$ cat config.mk
export PLATFORM = sky130hd
export DESIGN_NAME = flash_modify_guard
export DESIGN_NICKNAME = d
export VERILOG_FILES = /design/src/flash_guard_pkg.sv /design/src/flash_read_power.sv /design/src/flash_modify_guard.sv
export VERILOG_INCLUDE_DIRS = /design/src
export SDC_FILE = /design/constraint.sdc
export NUM_CORES = 1
export LEC_CHECK = 0
export ABC_AREA = 1
export BUFFER_PORTS_ARGS = -buffer_cell sky130_fd_sc_hd__buf_2
export CAP_MARGIN = 20
export CORE_MARGIN = 4
export CORE_UTILIZATION = 48
export CTS_CLUSTER_SIZE = 20
export DETAILED_ROUTE_END_ITERATION = 6
export GPL_TIMING_DRIVEN = 0
export HOLD_SLACK_MARGIN = 0.08
export PLACE_DENSITY = 0.83
export SLEW_MARGIN = 40
export SYNTH_ARGS = -nofsm -noshare
export SYNTH_HDL_FRONTEND = slang
export SYNTH_SLANG_ARGS = --single-unit
$ cat constraint.sdc
create_clock -name clk_sys_i -period 4 [get_ports clk_sys_i]
set_clock_uncertainty 0.1 [all_clocks]
set_input_delay 0.6 -clock clk_sys_i [delete_from_list [all_inputs] [get_ports clk_sys_i]]
set_output_delay 0.6 -clock clk_sys_i [all_outputs]
set_load 0.005 [all_outputs]
$ cat src/flash_guard_map.svh
// Offsets, field positions, geometry and timing counts for the Flash modify guard.
// Assumes a 20 MHz system clock and a 32-bit Avalon-MM register port with byte addresses.
`ifndef FLASH_GUARD_MAP_SVH
`define FLASH_GUARD_MAP_SVH

// Register byte offsets
`define FG_PSC_OFS 5'h00
`define FG_RSR_OFS 5'h04
`define FG_MON_OFS 5'h08
`define FG_FSR_OFS 5'h0c
`define FG_IST_OFS 5'h10
`define FG_IMK_OFS 5'h14

// Program store control fields
`define FG_PSC_WE_BIT 0
`define FG_PSC_EE_BIT 1

// Reset source register fields
`define FG_RSR_MONRST_BIT 0
`define FG_RSR_POR_BIT 1
`define FG_RSR_FERR_BIT 6

// Supply monitor control and Flash scale fields
`define FG_MON_EN_BIT 0
`define FG_FSR_BYPASS_BIT 6

// Interrupt status bits
`define FG_INT_ERR_BIT 0
`define FG_INT_DONE_BIT 1
`define FG_INT_ROW_BIT 2
`define FG_INT_W 3

// Flash geometry
`define FG_ROW_LSB 7
`define FG_ADDR_W 16
`define FG_IRQ_W 4
`define FG_ERASE_DATA 8'h00

// Timing: clock period, modify operation time and wake bound
`define FG_CLK_NS 50
`define FG_OP_TIME_NS 400
`define FG_OP_CYCLES ((`FG_OP_TIME_NS + `FG_CLK_NS - 1) / `FG_CLK_NS)
`define FG_WAKE_MAX_CYCLES 3

`endif

$ cat src/flash_guard_pkg.sv
// Types shared by the Flash modify guard and its read power helper.
// Assumes the map header for every number.
package flash_guard_pkg;

    // Kind of Flash modify operation in progress
    typedef enum logic [1:0] {
        OP_IDLE,
        OP_WRITE,
        OP_ERASE
    } flash_op_e;

    typedef logic [3:0] op_count_t;

endpackage

$ cat src/flash_read_power.sv
// Flash read power helper: sense-amp one-shot with bypass and row-change detect.
// Assumes access and address come from logic on the system clock.
`include "flash_guard_map.svh"

module flash_read_power (
    // Clock and reset
    input wire logic clk_sys_i,
    input wire logic reset_n_i,
    // Control
    input wire logic bypass_i,
    // Read access
    input wire logic access_i,
    input wire logic [`FG_ADDR_W-1:0] addr_i,
    // Power controls
    output logic sense_amp_en_o,
    output logic row_switch_o
);
    import flash_guard_pkg::*;

    logic sense_q;
    logic row_sw_q;
    logic [`FG_ADDR_W-1:`FG_ROW_LSB] last_row_q;

    always_ff @(posedge clk_sys_i) begin
        if (!reset_n_i) begin
            sense_q <= 1'b0;
        end else begin
            sense_q <= bypass_i | access_i;
        end
    end

    always_ff @(posedge clk_sys_i) begin
        if (!reset_n_i) begin
            last_row_q <= '0;
            row_sw_q <= 1'b0;
        end else begin
            row_sw_q <= access_i && (addr_i[`FG_ADDR_W-1:`FG_ROW_LSB] != last_row_q);
            if (access_i) begin
                last_row_q <= addr_i[`FG_ADDR_W-1:`FG_ROW_LSB];
            end
        end
    end

    assign sense_amp_en_o = sense_q;
    assign row_switch_o = row_sw_q;

    chk_oneshot_pulse: assert property (@(posedge clk_sys_i) disable iff (!reset_n_i)
        !bypass_i && !access_i |=> !sense_amp_en_o)
        else $error("sense amps on with no access and no bypass");

    chk_bypass_holds_on: assert property (@(posedge clk_sys_i) disable iff (!reset_n_i)
        bypass_i [*2] |-> sense_amp_en_o)
        else $error("sense amps off while bypassed");

    chk_row_change_flag: assert property (@(posedge clk_sys_i) disable iff (!reset_n_i)
        access_i ##1 access_i && addr_i[`FG_ADDR_W-1:`FG_ROW_LSB] != $past(addr_i[`FG_ADDR_W-1:`FG_ROW_LSB])
        |=> row_switch_o)
        else $error("row change not flagged");

endmodule // flash_read_power

$ cat src/flash_modify_guard.sv
// Flash modify guard: supply monitor gate, modify sequencing, interrupt hold,
// idle wake and read power control, with an Avalon-MM register port.
// Assumes all inputs come from logic on clk_sys_i; reset_n_i is the power-on reset.
//
// How it works
// - Modify needs monitor and its reset enabled
// - Monitor and reset source on after reset
// - Interrupts held during modify, then by priority
// - Write enable at control bit zero gates modify
// - Erase needs write and erase enable
// - Idle wake within three clock cycles
// - One-shot sense pulse per access cycle
// - One-shot on at reset, bypass bit disables
// - Rows of 128 bytes, crossings flagged
// - Erase clears whole page, data ignored
// - Error reset leaves error flag set
`include "flash_guard_map.svh"

module flash_modify_guard (
    // Clock and reset
    input wire logic clk_sys_i,
    input wire logic reset_n_i,
    // Avalon-MM register port
    input wire logic [4:0] avs_address_i,
    input wire logic avs_read_i,
    input wire logic avs_write_i,
    input wire logic [31:0] avs_writedata_i,
    output logic [31:0] avs_readdata_o,
    output logic avs_waitrequest_o,
    // CPU Flash modify requests
    input wire logic flash_wr_req_i,
    input wire logic [`FG_ADDR_W-1:0] flash_addr_i,
    input wire logic [7:0] flash_data_i,
    output logic flash_busy_o,
    output logic flash_prog_o,
    output logic flash_erase_o,
    output logic [`FG_ADDR_W-1:0] flash_prog_addr_o,
    output logic [7:0] flash_prog_data_o,
    output flash_guard_pkg::flash_op_e op_kind_o,
    output logic flash_error_reset_o,
    // Flash reads
    input wire logic flash_read_i,
    input wire logic [`FG_ADDR_W-1:0] flash_read_addr_i,
    output logic sense_amp_en_o,
    output logic row_switch_o,
    // Peripheral interrupts towards the CPU
    input wire logic [`FG_IRQ_W-1:0] periph_irq_i,
    input wire logic cpu_int_enable_i,
    input wire logic [`FG_IRQ_W-1:0] irq_ack_i,
    output logic [`FG_IRQ_W-1:0] irq_grant_o,
    // Idle mode
    input wire logic idle_enter_i,
    output logic cpu_run_o,
    // Block interrupt
    output logic irq_o
);
    import flash_guard_pkg::*;

    logic [1:0] psc_q;
    logic mon_rst_en_q;
    logic mon_en_q;
    logic por_flag_q;
    logic ferr_flag_q;
    logic bypass_q;
    logic [`FG_INT_W-1:0] int_st_q;
    logic [`FG_INT_W-1:0] int_mk_q;
    logic ack_q;
    logic [31:0] rdata_q;
    logic [31:0] rdata_d;
    flash_op_e op_q;
    op_count_t cnt_q;
    logic prog_q;
    logic erase_q;
    logic err_q;
    logic done_q;
    logic [`FG_ADDR_W-1:0] addr_q;
    logic [7:0] data_q;
    logic [`FG_IRQ_W-1:0] pend_q;
    logic [`FG_IRQ_W-1:0] grant_d;
    logic idle_q;
    logic row_sw;
    logic bus_req;
    logic wr_acc;
    logic req_taken;
    logic guard_ok;

    // Bus handshake: one wait cycle, then the access completes
    assign bus_req = avs_read_i | avs_write_i;
    assign avs_waitrequest_o = bus_req & ~ack_q;
    assign wr_acc = avs_write_i & ack_q;

    always_ff @(posedge clk_sys_i) begin
        if (!reset_n_i) begin
            ack_q <= 1'b0;
        end else begin
            ack_q <= bus_req & ~ack_q;
        end
    end

    // Read data mux, unmapped reads as zero
    always_comb begin
        rdata_d = 32'h0000_0000;
        unique case (avs_address_i)
            `FG_PSC_OFS: rdata_d[1:0] = psc_q;
            `FG_RSR_OFS: begin
                rdata_d[`FG_RSR_MONRST_BIT] = mon_rst_en_q;
                rdata_d[`FG_RSR_POR_BIT] = por_flag_q;
                rdata_d[`FG_RSR_FERR_BIT] = ferr_flag_q;
            end
            `FG_MON_OFS: rdata_d[`FG_MON_EN_BIT] = mon_en_q;
            `FG_FSR_OFS: rdata_d[`FG_FSR_BYPASS_BIT] = bypass_q;
            `FG_IST_OFS: rdata_d[`FG_INT_W-1:0] = int_st_q;
            `FG_IMK_OFS: rdata_d[`FG_INT_W-1:0] = int_mk_q;
            default: rdata_d = 32'h0000_0000;
        endcase
    end

    // Read data captured in the wait cycle
    always_ff @(posedge clk_sys_i) begin
        if (!reset_n_i) begin
            rdata_q <= 32'h0000_0000;
        end else if (avs_read_i && !ack_q) begin
            rdata_q <= rdata_d;
        end
    end
    assign avs_readdata_o = rdata_q;

    always_ff @(posedge clk_sys_i) begin
        if (!reset_n_i) begin
            psc_q <= 2'h0;
        end else if (wr_acc && avs_address_i == `FG_PSC_OFS) begin
            psc_q <= avs_writedata_i[1:0];
        end
    end

    always_ff @(posedge clk_sys_i) begin
        if (!reset_n_i) begin
            mon_rst_en_q <= 1'b1;
            mon_en_q <= 1'b1;
        end else begin
            if (wr_acc && avs_address_i == `FG_RSR_OFS) begin
                mon_rst_en_q <= avs_writedata_i[`FG_RSR_MONRST_BIT];
            end
            if (wr_acc && avs_address_i == `FG_MON_OFS) begin
                mon_en_q <= avs_writedata_i[`FG_MON_EN_BIT];
            end
        end
    end

    always_ff @(posedge clk_sys_i) begin
        if (!reset_n_i) begin
            por_flag_q <= 1'b1;
            ferr_flag_q <= 1'b0;
        end else if (req_taken && !guard_ok) begin
            por_flag_q <= 1'b0;
            ferr_flag_q <= 1'b1;
        end
    end

    always_ff @(posedge clk_sys_i) begin
        if (!reset_n_i) begin
            bypass_q <= 1'b0;
        end else if (wr_acc && avs_address_i == `FG_FSR_OFS) begin
            bypass_q <= avs_writedata_i[`FG_FSR_BYPASS_BIT];
        end
    end

    assign guard_ok = mon_en_q & mon_rst_en_q;
    // only counts with write enable set
    assign req_taken = flash_wr_req_i & psc_q[`FG_PSC_WE_BIT] & (op_q == OP_IDLE);

    always_ff @(posedge clk_sys_i) begin
        if (!reset_n_i) begin
            op_q <= OP_IDLE;
            cnt_q <= '0;
            prog_q <= 1'b0;
            erase_q <= 1'b0;
            err_q <= 1'b0;
            done_q <= 1'b0;
        end else begin
            prog_q <= 1'b0;
            erase_q <= 1'b0;
            err_q <= 1'b0;
            done_q <= 1'b0;
            unique case (op_q)
                OP_IDLE: begin
                    if (req_taken && !guard_ok) begin
                        err_q <= 1'b1;
                    end else if (req_taken) begin
                        cnt_q <= op_count_t'(`FG_OP_CYCLES - 1);
                        if (psc_q[`FG_PSC_EE_BIT]) begin
                            op_q <= OP_ERASE;
                            erase_q <= 1'b1;
                        end else begin
                            op_q <= OP_WRITE;
                            prog_q <= 1'b1;
                        end
                    end
                end
                OP_WRITE, OP_ERASE: begin
                    if (cnt_q == '0) begin
                        op_q <= OP_IDLE;
                        done_q <= 1'b1;
                    end else begin
                        cnt_q <= cnt_q - op_count_t'(1);
                    end
                end
            endcase
        end
    end

    always_ff @(posedge clk_sys_i) begin
        if (!reset_n_i) begin
            addr_q <= '0;
            data_q <= 8'h00;
        end else if (req_taken && guard_ok) begin
            addr_q <= flash_addr_i;
            data_q <= psc_q[`FG_PSC_EE_BIT] ? `FG_ERASE_DATA : flash_data_i;
        end
    end

    assign flash_busy_o = (op_q != OP_IDLE);
    assign flash_prog_o = prog_q;
    assign flash_erase_o = erase_q;
    assign flash_prog_addr_o = addr_q;
    assign flash_prog_data_o = data_q;
    assign op_kind_o = op_q;
    assign flash_error_reset_o = err_q;

    genvar gi;
    generate
        for (gi = 0; gi < `FG_IRQ_W; gi++) begin : g_pend
            always_ff @(posedge clk_sys_i) begin
                if (!reset_n_i) begin
                    pend_q[gi] <= 1'b0;
                end else begin
                    pend_q[gi] <= periph_irq_i[gi] | (pend_q[gi] & ~irq_ack_i[gi]);
                end
            end
        end
    endgenerate

    // lowest index wins once modify done
    always_comb begin
        grant_d = '0;
        if (!flash_busy_o && cpu_int_enable_i) begin
            grant_d = pend_q & (~pend_q + {{(`FG_IRQ_W-1){1'b0}}, 1'b1});
        end
    end
    assign irq_grant_o = grant_d;

    // idle until any interrupt line fires
    always_ff @(posedge clk_sys_i) begin
        if (!reset_n_i) begin
            idle_q <= 1'b0;
        end else if (|periph_irq_i) begin
            idle_q <= 1'b0;
        end else if (idle_enter_i) begin
            idle_q <= 1'b1;
        end
    end
    assign cpu_run_o = ~idle_q;

    flash_read_power u_read_power (
        .clk_sys_i(clk_sys_i),
        .reset_n_i(reset_n_i),
        .bypass_i(bypass_q),
        .access_i(flash_read_i),
        .addr_i(flash_read_addr_i),
        .sense_amp_en_o(sense_amp_en_o),
        .row_switch_o(row_sw)
    );
    assign row_switch_o = row_sw;

    // Sticky status, set wins over write-one clear
    always_ff @(posedge clk_sys_i) begin
        if (!reset_n_i) begin
            int_st_q <= '0;
            int_mk_q <= '0;
        end else begin
            int_st_q <= (int_st_q & ~((wr_acc && avs_address_i == `FG_IST_OFS) ?
                avs_writedata_i[`FG_INT_W-1:0] : '0)) | {row_sw, done_q, err_q};
            if (wr_acc && avs_address_i == `FG_IMK_OFS) begin
                int_mk_q <= avs_writedata_i[`FG_INT_W-1:0];
            end
        end
    end
    assign irq_o = |(int_st_q & int_mk_q);

    chk_guard_blocks_modify: assert property (@(posedge clk_sys_i) disable iff (!reset_n_i)
        req_taken && !(mon_en_q && mon_rst_en_q) |=> flash_error_reset_o && !flash_prog_o && !flash_erase_o)
        else $error("modify not blocked with monitor off");

    chk_guard_allows_modify: assert property (@(posedge clk_sys_i) disable iff (!reset_n_i)
        flash_wr_req_i && psc_q[0] && !flash_busy_o && mon_en_q && mon_rst_en_q
        |=> (flash_prog_o || flash_erase_o) && flash_busy_o)
        else $error("permitted modify not started");

    chk_monitor_after_por: assert property (@(posedge clk_sys_i) disable iff (!reset_n_i)
        $rose(reset_n_i) |-> mon_en_q && mon_rst_en_q && por_flag_q)
        else $error("monitor not enabled after reset");

    chk_irq_held_busy: assert property (@(posedge clk_sys_i) disable iff (!reset_n_i)
        flash_busy_o || !cpu_int_enable_i |-> irq_grant_o == '0)
        else $error("interrupt granted during modify");

    chk_erase_needs_both: assert property (@(posedge clk_sys_i) disable iff (!reset_n_i)
        flash_erase_o |-> $past(psc_q) == 2'h3)
        else $error("erase without both enables");

    chk_wake_bound: assert property (@(posedge clk_sys_i) disable iff (!reset_n_i)
        !cpu_run_o && |periph_irq_i |-> ##[1:3] cpu_run_o)
        else $error("wake from idle too slow");

    chk_erase_data_ignored: assert property (@(posedge clk_sys_i) disable iff (!reset_n_i)
        flash_erase_o |-> flash_prog_data_o == `FG_ERASE_DATA && flash_prog_addr_o == $past(flash_addr_i))
        else $error("erase carried data or wrong page");

    chk_error_flag_set: assert property (@(posedge clk_sys_i) disable iff (!reset_n_i)
        flash_error_reset_o |-> ferr_flag_q && !por_flag_q ##1 ferr_flag_q)
        else $error("error flag not set by error reset");

endmodule // flash_modify_guard

# ---- After elaboration in Yosys (flattened, before gate mapping)
# Index checks and enable logic that the tools add are counted.
dict set report totals {
  out_inout_bits 71
  ff_bits 68
}
dict set report classes {
  n_eq_ne 12
  reduce_logical 26
  bitwise_logic 30
  muxes 20
  n_addsub 2
}
# operator n
set op_table {}
lappend op_table {{2-to-1 mux 4 bit} 4}
lappend op_table {{logical AND 1 bit} 11}
lappend op_table {{== test 5 x 4 -> 1 bit (second input constant)} 2}
lappend op_table {{== test 5 bit (second input constant)} 2}
lappend op_table {{bitwise AND 1 bit} 9}
lappend op_table {{!= test 9 bit} 1}
lappend op_table {{inverter 1 bit} 9}
lappend op_table {{2-to-1 mux 2 bit} 4}
lappend op_table {{2-to-1 mux 8 bit} 1}
lappend op_table {{!= test 2 bit (second input constant)} 4}
lappend op_table {{case mux 4 bit (2 select lines)} 1}
lappend op_table {{bitwise AND 3 bit} 2}
lappend op_table {{bitwise OR 1 bit} 6}
lappend op_table {{AND reduction 3 bit} 2}
lappend op_table {{== test 5 x 3 -> 1 bit (second input constant)} 1}
lappend op_table {{logical NOT 5 bit} 1}
lappend op_table {{case mux 1 bit (5 select lines)} 1}
lappend op_table {{OR reduction 5 bit} 1}
lappend op_table {{adder 4 x 1 -> 4 bit (second input constant)} 1}
lappend op_table {{bitwise AND 4 bit} 1}
lappend op_table {{logical NOT 4 bit} 1}
lappend op_table {{2-to-1 mux 1 bit} 4}
lappend op_table {{inverter 4 bit} 1}
lappend op_table {{case mux 1 bit (2 select lines)} 2}
lappend op_table {{other kinds (15)} 18}

# ---- Depth between registers and ports, before layout
# Gate-level depths: netlist (run 1).
dict set report depth {
  ltp_word 6
  mapped_depth 8
  depth_no_buf 8
}

# ---- Modules after synthesis
# Synthesis (run 1) repeated with hierarchy kept, for this count alone.
dict set report hier_totals {
  cells_unflattened 423
  hier_area_um2 3209.3
}
# mod n_inst seq_area_each_um2 area_each_um2 cells_each
set by_module_without_submodules {}
lappend by_module_without_submodules {flash_modify_guard 1 1141.1 2691.3 347}
lappend by_module_without_submodules {flash_read_power 1 220.2 518.0 76}

# ---- Worst setup path before layout (run 1)
# Ideal clock, no wire load.
dict set report synth_timing {
  path_type {register to output}
  start {register op_q[0], in the netlist op_kind_o[0]}
  end {output irq_grant_o[3]}
  t_required_ns 3.300
  arrival_time_ns 1.015
  path_slack_ns 2.285
  path_stages_with_launch 5
  cell_sequence {dfxtp_1 > inv_1 > ha_1 > nand2_1 > nor4_1}
}
dict set report synth_between {
  elab_chain_len 4
}
# element line
set synth_rtl {}
lappend synth_rtl {{start: declaration} flash_modify_guard.sv:70} ;# flash_op_e op_q;
lappend synth_rtl {{start signal: assignment} flash_modify_guard.sv:174} ;# op_q <= OP_IDLE;
lappend synth_rtl {{start signal: assignment} flash_modify_guard.sv:192} ;# op_q <= OP_ERASE;
lappend synth_rtl {{start signal: assignment} flash_modify_guard.sv:195} ;# op_q <= OP_WRITE;
lappend synth_rtl {{nonzero test 2 bit} flash_modify_guard.sv:222} ;# assign flash_busy_o = (op_q != OP_IDLE);
lappend synth_rtl {{logical NOT 1 bit} flash_modify_guard.sv:246} ;# if (!flash_busy_o && cpu_int_enable_i) begin
lappend synth_rtl {{logical AND 1 bit} flash_modify_guard.sv:246}
lappend synth_rtl {{2-to-1 mux 4 bit} flash_modify_guard.sv:246}
lappend synth_rtl {{end: declaration} flash_modify_guard.sv:50} ;# output logic [`FG_IRQ_W-1:0] irq_grant_o,
# No other way between the ends.

# ---- Worst setup path in the final report (run 1)
dict set report layout_timing {
  start {register op_q[1], in the netlist op_kind_o[1]}
  end {output irq_grant_o[3]}
}
# The elaborated chain is that of the path after synthesis.

==> results of run 1 <==
==> path summary, 6_finish.rpt <==
| kind | start | endpoint | slack (ns) |
|---|---|---|---|
| max | op_kind_o[1]$_SDFFE_PN0P_ | irq_grant_o[3] | 1.79 |
| min | periph_irq_i[1] | idle_q$_SDFFE_PP0P_ | 0.34 |
| max reg2reg | op_kind_o[0]$_SDFFE_PN0P_ | cnt_q[3]$_SDFFE_PN0P_ | 2.37 |
| min reg2reg | done_q$_SDFF_PN0_ | int_st_q[1]$_SDFF_PN0_ | 0.35 |
==> synthesized netlist by cell type (all sizes together) (2+ instances only) <==
library cell,count
a21oi,22
clkbuf,5
ha,2
buf,36
o211ai,3
nand4,10
nand3,19
nor4,3
inv,33
nand2,46
nor2,82
or2,2
a31oi,3
dfxtp,68
xor2,6
nor3,6
xnor2,2
o21ai,43
==> per-stage QoR <==
stage / cell area [um^2] / hold WS, ns
floorplan: 3150 / 0.313
global placement: 3730 / 0.319
detailed placement: 3730 / 0.332
CTS: 3970 / 0.329
global route: 3970 / 0.323
finish: 3970 / 0.336
==> power by group through the flow <==
stage          clock [mW]  combinational, mW  sequential (mW)
2_1_floorplan           0              0.118            0.724
3_3_place_gp            0              0.176            0.725
3_5_place_dp            0              0.181            0.727
4_1_cts             0.656              0.183            0.711
5_1_grt             0.685              0.209            0.714
6_report            0.650              0.184            0.711
==> logic make-up after synthesis <==
| logic type | Yosys count |
|---|---|
| and+or+nand+nor | 169 |
| buffers and inverters | 75 |
| AOI/OAI and AO/OA | 72 |
| DFF | 68 |
| xor gates and xnor gates | 8 |
| adders and majority gates | 2 |
| other | 1 |
==> state kept, by name (all words and copies together), names as in the netlist, 2 cells and up <==
register                 count
avs_readdata_o               4
cnt_q                        4
flash_prog_addr_o           16
flash_prog_data_o            8
int_mk_q                     3
int_st_q                     3
op_kind_o                    2
pend_q                       4
psc_q                        2
u_read_power.last_row_q      9
==> area by class of cell <==
type	instances	area (um^2)	share of cell area
timing repair buffer	99	495	0.125
clock inverter	4	70.1	0.0176
tap	75	93.8	0.0236
inverter	34	131	0.0331
sequential	68	1360	0.343
multi-input combinational	279	1370	0.346
buffer	41	279	0.0703
clock buffer	12	165	0.0416
==> per-layer routing <==
| layer | track usage | vias to the layer above | part of all wire | routed length [um] |
|---|---|---|---|---|
| li1 | - | 1507 | - | - |
| met1 | 0.232 | 1318 | 0.39 | 2950 |
| met2 | 0.355 | 101 | 0.51 | 3860 |
| met3 | 0.0593 | 8 | 0.086 | 646 |
| met4 | 0.0669 | 0 | 0.0097 | 73 |
| met5 | 0 | - | 0 | 0 |
==> worst reg2reg max path, cell delays in order, from the launching register on <==
cell and delay (ns):
dfxtp_1 0.35, inv_1 0.05, ha_1 0.37, inv_1 0.14, nor2_2 0.08, nor2_4 0.17
nand2_1 0.09, o21ai_1 0.13, a21oi_1 0.05
==> reports/results.txt, run 1 <==
I/O Pins: 164
Crit Path Class: reg -> out
maximum vdd drop: 0.000271 V
Bufs and invs on worst path: 2
Seq pwr share: 0.460
Routed WL: 7.53 mm
Die H: 87.6 um
leakage power: 1.95 nW
relative max-transition margin: 0.643
Sink Count: 68
Routed wire per std cell: 12.3 um
Max Clk Rate: 0.454 GHz
final setup vio count: 0
drt pass-1 iters: 4
core region area: 0.00603 mm^2
postcts setup bufs: 0
largest net degree at the start of global routing: 12
Root Buffer: clkbuf_8
H-tree depth: 3
PortBufs: 99
post-route ant nets: 0
max-slew violations: 0
grt total ovfl: 0
distinct cell type count after synthesis: 35
Power, Total: 1.55 mW
n_diodes: 0
final core occ: 0.659
status: finished, final reports clean
hpwl dp: 5.79 mm
Pwr Density: 389 mW/mm^2
die span in x: 87.6 um
worst path cell trace: inv_1, ha_1, nand2_1, nor4_1, buf_2
Least-Margin Pin Slew: 0.535 ns
most common cell after layout, fill and taps aside: buf_2
Max clock buf depth: 2
Hold Vio Cnt, Final: 0
simple-gate share of the synthesized area: 0.263
Worst Hold Class: in -> reg
cell internal pwr: 1.18 mW
cell taking the most area after synthesis: dfxtp_1
synthesized area: 0.00304 mm^2
top_reg_cell synth: dfxtp_1
Initial Util: 0.505
top cell family by delay on the critical path: simple AND/OR/NAND/NOR gates
RSZ-0062 raised after global routing: no
Clock Latency Late Sink: 0.34 ns
CP Max Fanout: 4
Synth Register Bits: 68
post-synth top area share: 0.447
post-CTS resize count: 0
Synth Area in Compound Gates: 0.123
Req. time, crit path: 3.30 ns
post-route setup slack: 1.79 ns
Post-Synth Adder-Cell Area: 0.00822
Placed Instances: 596
Avg Inst Size Synth: 7.71 um^2
reg2reg path depth: 8
DR vias: 2934
Switching Share: 0.236
hold buffers post-CTS: 0
row count: 28
Post-synth ARST share: 0
share of layout cells above drive strength 1: 0.328
clock slew at reported path FFs: 0.07 ns
mux cell area share after synthesis: 0
Crit-path slowest cell: dfxtp_1
number of enable flip-flop cells after synthesis: 0
minimum clock period: 2.21 ns
DP Worst Slack: 2.14 ns
switching power: 0.365 mW
# DRC: 0
CP Launch Type: register
hold path cells: 2
Gate power share: 0.119
fillers: 528
Synth Instances: 395
fin nets: 627
Via density: 4.79
largest family of logic cells by synthesized area: simple AND/OR/NAND/NOR gates
final non-filler cell total: 612
DRT iter0 DRCs: 186
die area: 0.00768 mm^2
Tcrit/Tclk final: 0.551
TNS Setup: 0 ns
yosys warns: 0
most frequent cells in the layout: buf_2 (103), nor2_1 (71), dfxtp_1 (68), nand2_1 (42)
GRT Total Usage: 0.201
Crit path depth: 5
first-pass GRT wire length: 12.2 mm
initial antenna violation count: 0
Synth Area in XOR/XNOR: 0.0230
crit end category: output port
WP data arrival: 1.51 ns
Layout area overhead: 30.4%
RePlAce Congestion: 0.811
CTS tree: done
vias in the first global route: 2737
CTS buffer count: 9
Slowest Stage Delay on Critical Path: 0.33 ns
Clock power frac: 0.420
Max Cap Viol: 0
register area share after synthesis: 0.447
synth top area cells: dfxtp_1 (45%), nor2_1 (8.8%), buf_4 (6.9%)
Note: power is estimated with default switching activity, not from simulation.
==> run 2, diff against run 1 <==
--- a/config.mk
+++ b/config.mk
@@ -6,16 +6,16 @@
 export SDC_FILE = /design/constraint.sdc
 export NUM_CORES = 1
 export LEC_CHECK = 0
-export ABC_AREA = 1
+export ABC_AREA = 0
 export BUFFER_PORTS_ARGS = -buffer_cell sky130_fd_sc_hd__buf_2
 export CAP_MARGIN = 20
 export CORE_MARGIN = 4
-export CORE_UTILIZATION = 48
+export CORE_UTILIZATION = 45
 export CTS_CLUSTER_SIZE = 20
 export DETAILED_ROUTE_END_ITERATION = 6
 export GPL_TIMING_DRIVEN = 0
 export HOLD_SLACK_MARGIN = 0.08
-export PLACE_DENSITY = 0.83
+export PLACE_DENSITY = 0.78
 export SLEW_MARGIN = 40
 export SYNTH_ARGS = -nofsm -noshare
 export SYNTH_HDL_FRONTEND = slang
==> constraint.sdc (replaced) <==
create_clock -name clk_sys_i -period 2.18 [get_ports clk_sys_i]
set_clock_uncertainty 0.1 [all_clocks]
set_input_delay 0.327 -clock clk_sys_i [delete_from_list [all_inputs] [get_ports clk_sys_i]]
set_output_delay 0.327 -clock clk_sys_i [all_outputs]
set_load 0.005 [all_outputs]
==> run 2 against run 1 <==
  * Critical path depth up 1
  * Power grew 80%
  * Hold slack got worse by 0.24 ns
  * Die area increased by 8.1%
  * Count of clock-buffer cells in the layout shrank 3
  * Via count up 2.8%
  * Sequential share of layout area down 1.1 points
  * Synthesized area increased by 2.1%
  * Clock power grew 78%
==> reports/results.txt, run 2 <==
CP Launch Point: op_kind_o[1]$_SDFFE_PN0P_
Switching Share: 0.255
clock slew at reported path FFs: 0.08 ns
worst reg2reg startpoint: op_kind_o[1]$_SDFFE_PN0P_
GRT Total Usage: 0.193
Post-synth ARST share: 0
Crit Path Class: reg -> out
Sink Count: 68
largest net degree at the start of global routing: 14
Crit path depth: 6
# DRC: 0
maximum vdd drop: 0.000413 V
minimum clock period: 2.01 ns
Least-Margin Pin Slew: 0.616 ns
max-slew violations: 0
grt total ovfl: 0
Clock power frac: 0.418
switching power: 0.711 mW
Power, Total: 2.79 mW
Slowest Stage Delay on Critical Path: 0.34 ns
H-tree depth: 3
TNS Setup: 0 ns
post-route setup slack: 0.174 ns
Layout area overhead: 32.0%
count leader, synth: dfxtp_1
postcts setup bufs: 0
fin nets: 592
Routed wire per std cell: 14.0 um
CP Launch Type: register
yosys warns: 0
reg2reg setup slack: 0.27 ns
worst path cell trace: inv_1, ha_1, buf_6, nand2_1, nor4b_2, buf_2
post-synth top area share: 0.438
PortBufs: 100
Clock Latency Late Sink: 0.34 ns
Max clock buf depth: 2
die span in x: 91.1 um
Hold Vio Cnt, Final: 0
post-route ant nets: 0
RSZ-0062 raised after global routing: no
WP data arrival: 1.58 ns
core region area: 0.00676 mm^2
CTS tree: done
leakage power: 1.94 nW
n_diodes: 0
Seq pwr share: 0.463
CP Max Fanout: 10
fillers: 626
die area: 0.00830 mm^2
most frequent cells after synthesis: dfxtp_1 (68), a21oi_1 (31), buf_4 (28)
synthesized area: 0.00311 mm^2
number of enable flip-flop cells after synthesis: 0
Bufs and invs on worst path: 3
Critical Path Sink: irq_grant_o[2]
reg2reg end: flash_prog_data_o[0]$_SDFFE_PN0P_
reg2reg path depth: 7
Die H: 91.1 um
drt pass-1 iters: 5
Routed WL: 8.16 mm
Root Buffer: clkbuf_8
DRT iter0 DRCs: 198
Avg Inst Size Synth: 8.78 um^2
RePlAce Congestion: 0.819
CTS buffer count: 9
DR vias: 3015
Initial Util: 0.460
final core occ: 0.607
top cell family by delay on the critical path: simple AND/OR/NAND/NOR gates
Req. time, crit path: 1.75 ns
Crit-path slowest cell: dfxtp_1
row count: 30
Max Cap Viol: 0
relative max-transition margin: 0.589
Max Clk Rate: 0.498 GHz
Worst Hold Class: in -> reg
status: finished, final reports clean
Tcrit/Tclk final: 0.920
final setup vio count: 0
crit end category: output port
cell internal pwr: 2.07 mW
synth top area cells: dfxtp_1 (44%), buf_4 (6.8%), a21oi_1 (5.0%)
register area share after synthesis: 0.438
vias in the first global route: 2687
DP Worst Slack: 0.239 ns
Synth Instances: 354
Synth Register Bits: 68
first-pass GRT wire length: 13.1 mm
max FFs per register: 16
top_reg_cell synth: dfxtp_1
I/O Pins: 164
distinct cell type count after synthesis: 56
hpwl dp: 6.18 mm
Via density: 5.18
Pwr Density: 679 mW/mm^2
initial antenna violation count: 0
most frequent cells in the layout: buf_2 (104), dfxtp_1 (68), a21oi_1 (31), buf_4 (28), conb_1 (28)
share of layout cells above drive strength 1: 0.317
cell taking the most area after synthesis: dfxtp_1
Gate power share: 0.120
most common cell after layout, fill and taps aside: buf_2
==> run 2: cell types whose count changed after synthesis, moves of 6 or more <==
cell,before,now
nand2_1,42,13
a22o_1,0,9
nor2_1,71,19
mux2i_1,0,11
o21ai_1,24,1
a21oi_1,22,31
nor2_4,7,0
clkbuf_1,5,11
o21ai_0,19,27
==> run 2: cell type report <==
type / instances / area (um^2) / share of cell area
clock inverter: 7 / 98.8 / 0.0241
timing repair buffer: 105 / 551 / 0.134
sequential: 68 / 1360 / 0.332
multi-input combinational: 245 / 1490 / 0.364
tap: 80 / 100 / 0.0244
clock buffer: 9 / 124 / 0.0302
inverter: 22 / 82.6 / 0.0201
buffer: 46 / 290 / 0.0708
==> run 2: timing repair <==
item | CTS | global route
hold buffers | 4 | 1
resized for setup | 0 | 5
hold endpoints to repair | 3 | 1
endpoints found under the setup margin | 0 | 2
==> run 2: through the flow <==
stage | instance area (um^2) | hold WS (ns) | cells
after floorplan | 3210 | 0.303 | 381
after global placement | 3810 | 0.351 | 561
after detailed placement | 3810 | 0.360 | 561
after CTS | 4070 | 0.0821 | 581
after global routing | 4100 | 0.0800 | 582
final | 4100 | 0.0943 | 582
==> run 2: power groups by stage <==
stage / clock, mW / sequential, mW / combinational [mW]
5_1_grt: 1.25 / 1.29 / 0.369
2_1_floorplan: 0 / 1.31 / 0.202
6_report: 1.16 / 1.29 / 0.333
3_5_place_dp: 0 / 1.32 / 0.317
3_3_place_gp: 0 / 1.32 / 0.309
4_1_cts: 1.17 / 1.29 / 0.323
==> run 2: layer usage <==
layer	GRT usage	wire (um)	vias up
met1	0.244	3460	1388
met3	0.0563	604	12
met5	0	0	-
li1	-	-	1499
met4	0.0540	104	0
met2	0.322	3980	116
==> run 2: cells by family (layout without fill, tap and decap cells) <==
family / Yosys count / count (layout) / synth area share
AO/OA/AOI/OAI: 95 / 95 / 0.187
multiplexers: 13 / 13 / 0.0463
adder cells (fa/ha/maj): 2 / 2 / 0.00805
other: 1 / 28 / 0.00121
buffers and inverters: 68 / 189 / 0.118
AND/OR/NAND/NOR: 98 / 98 / 0.176
flip-flops: 68 / 68 / 0.438
XOR/XNOR: 9 / 9 / 0.0254
==> run 2: how the worst min path moves through the flow <==
stage,from,to,slack [ns],depth (start not counted)
6_report,flash_data_i[6],flash_prog_data_o[6]$_SDFFE_PN0P_,0.09,2
5_1_grt,flash_data_i[5],flash_prog_data_o[5]$_SDFFE_PN0P_,0.08,2
3_3_place_gp,avs_readdata_o[1]$_SDFFE_PN0P_,avs_readdata_o[1]$_SDFFE_PN0P_,0.35,2
4_1_cts,flash_data_i[6],flash_prog_data_o[6]$_SDFFE_PN0P_,0.08,2
2_1_floorplan,periph_irq_i[0],idle_q$_SDFFE_PP0P_,0.30,1
3_5_place_dp,ferr_flag_q$_SDFFE_PN0P_,ferr_flag_q$_SDFFE_PN0P_,0.36,1
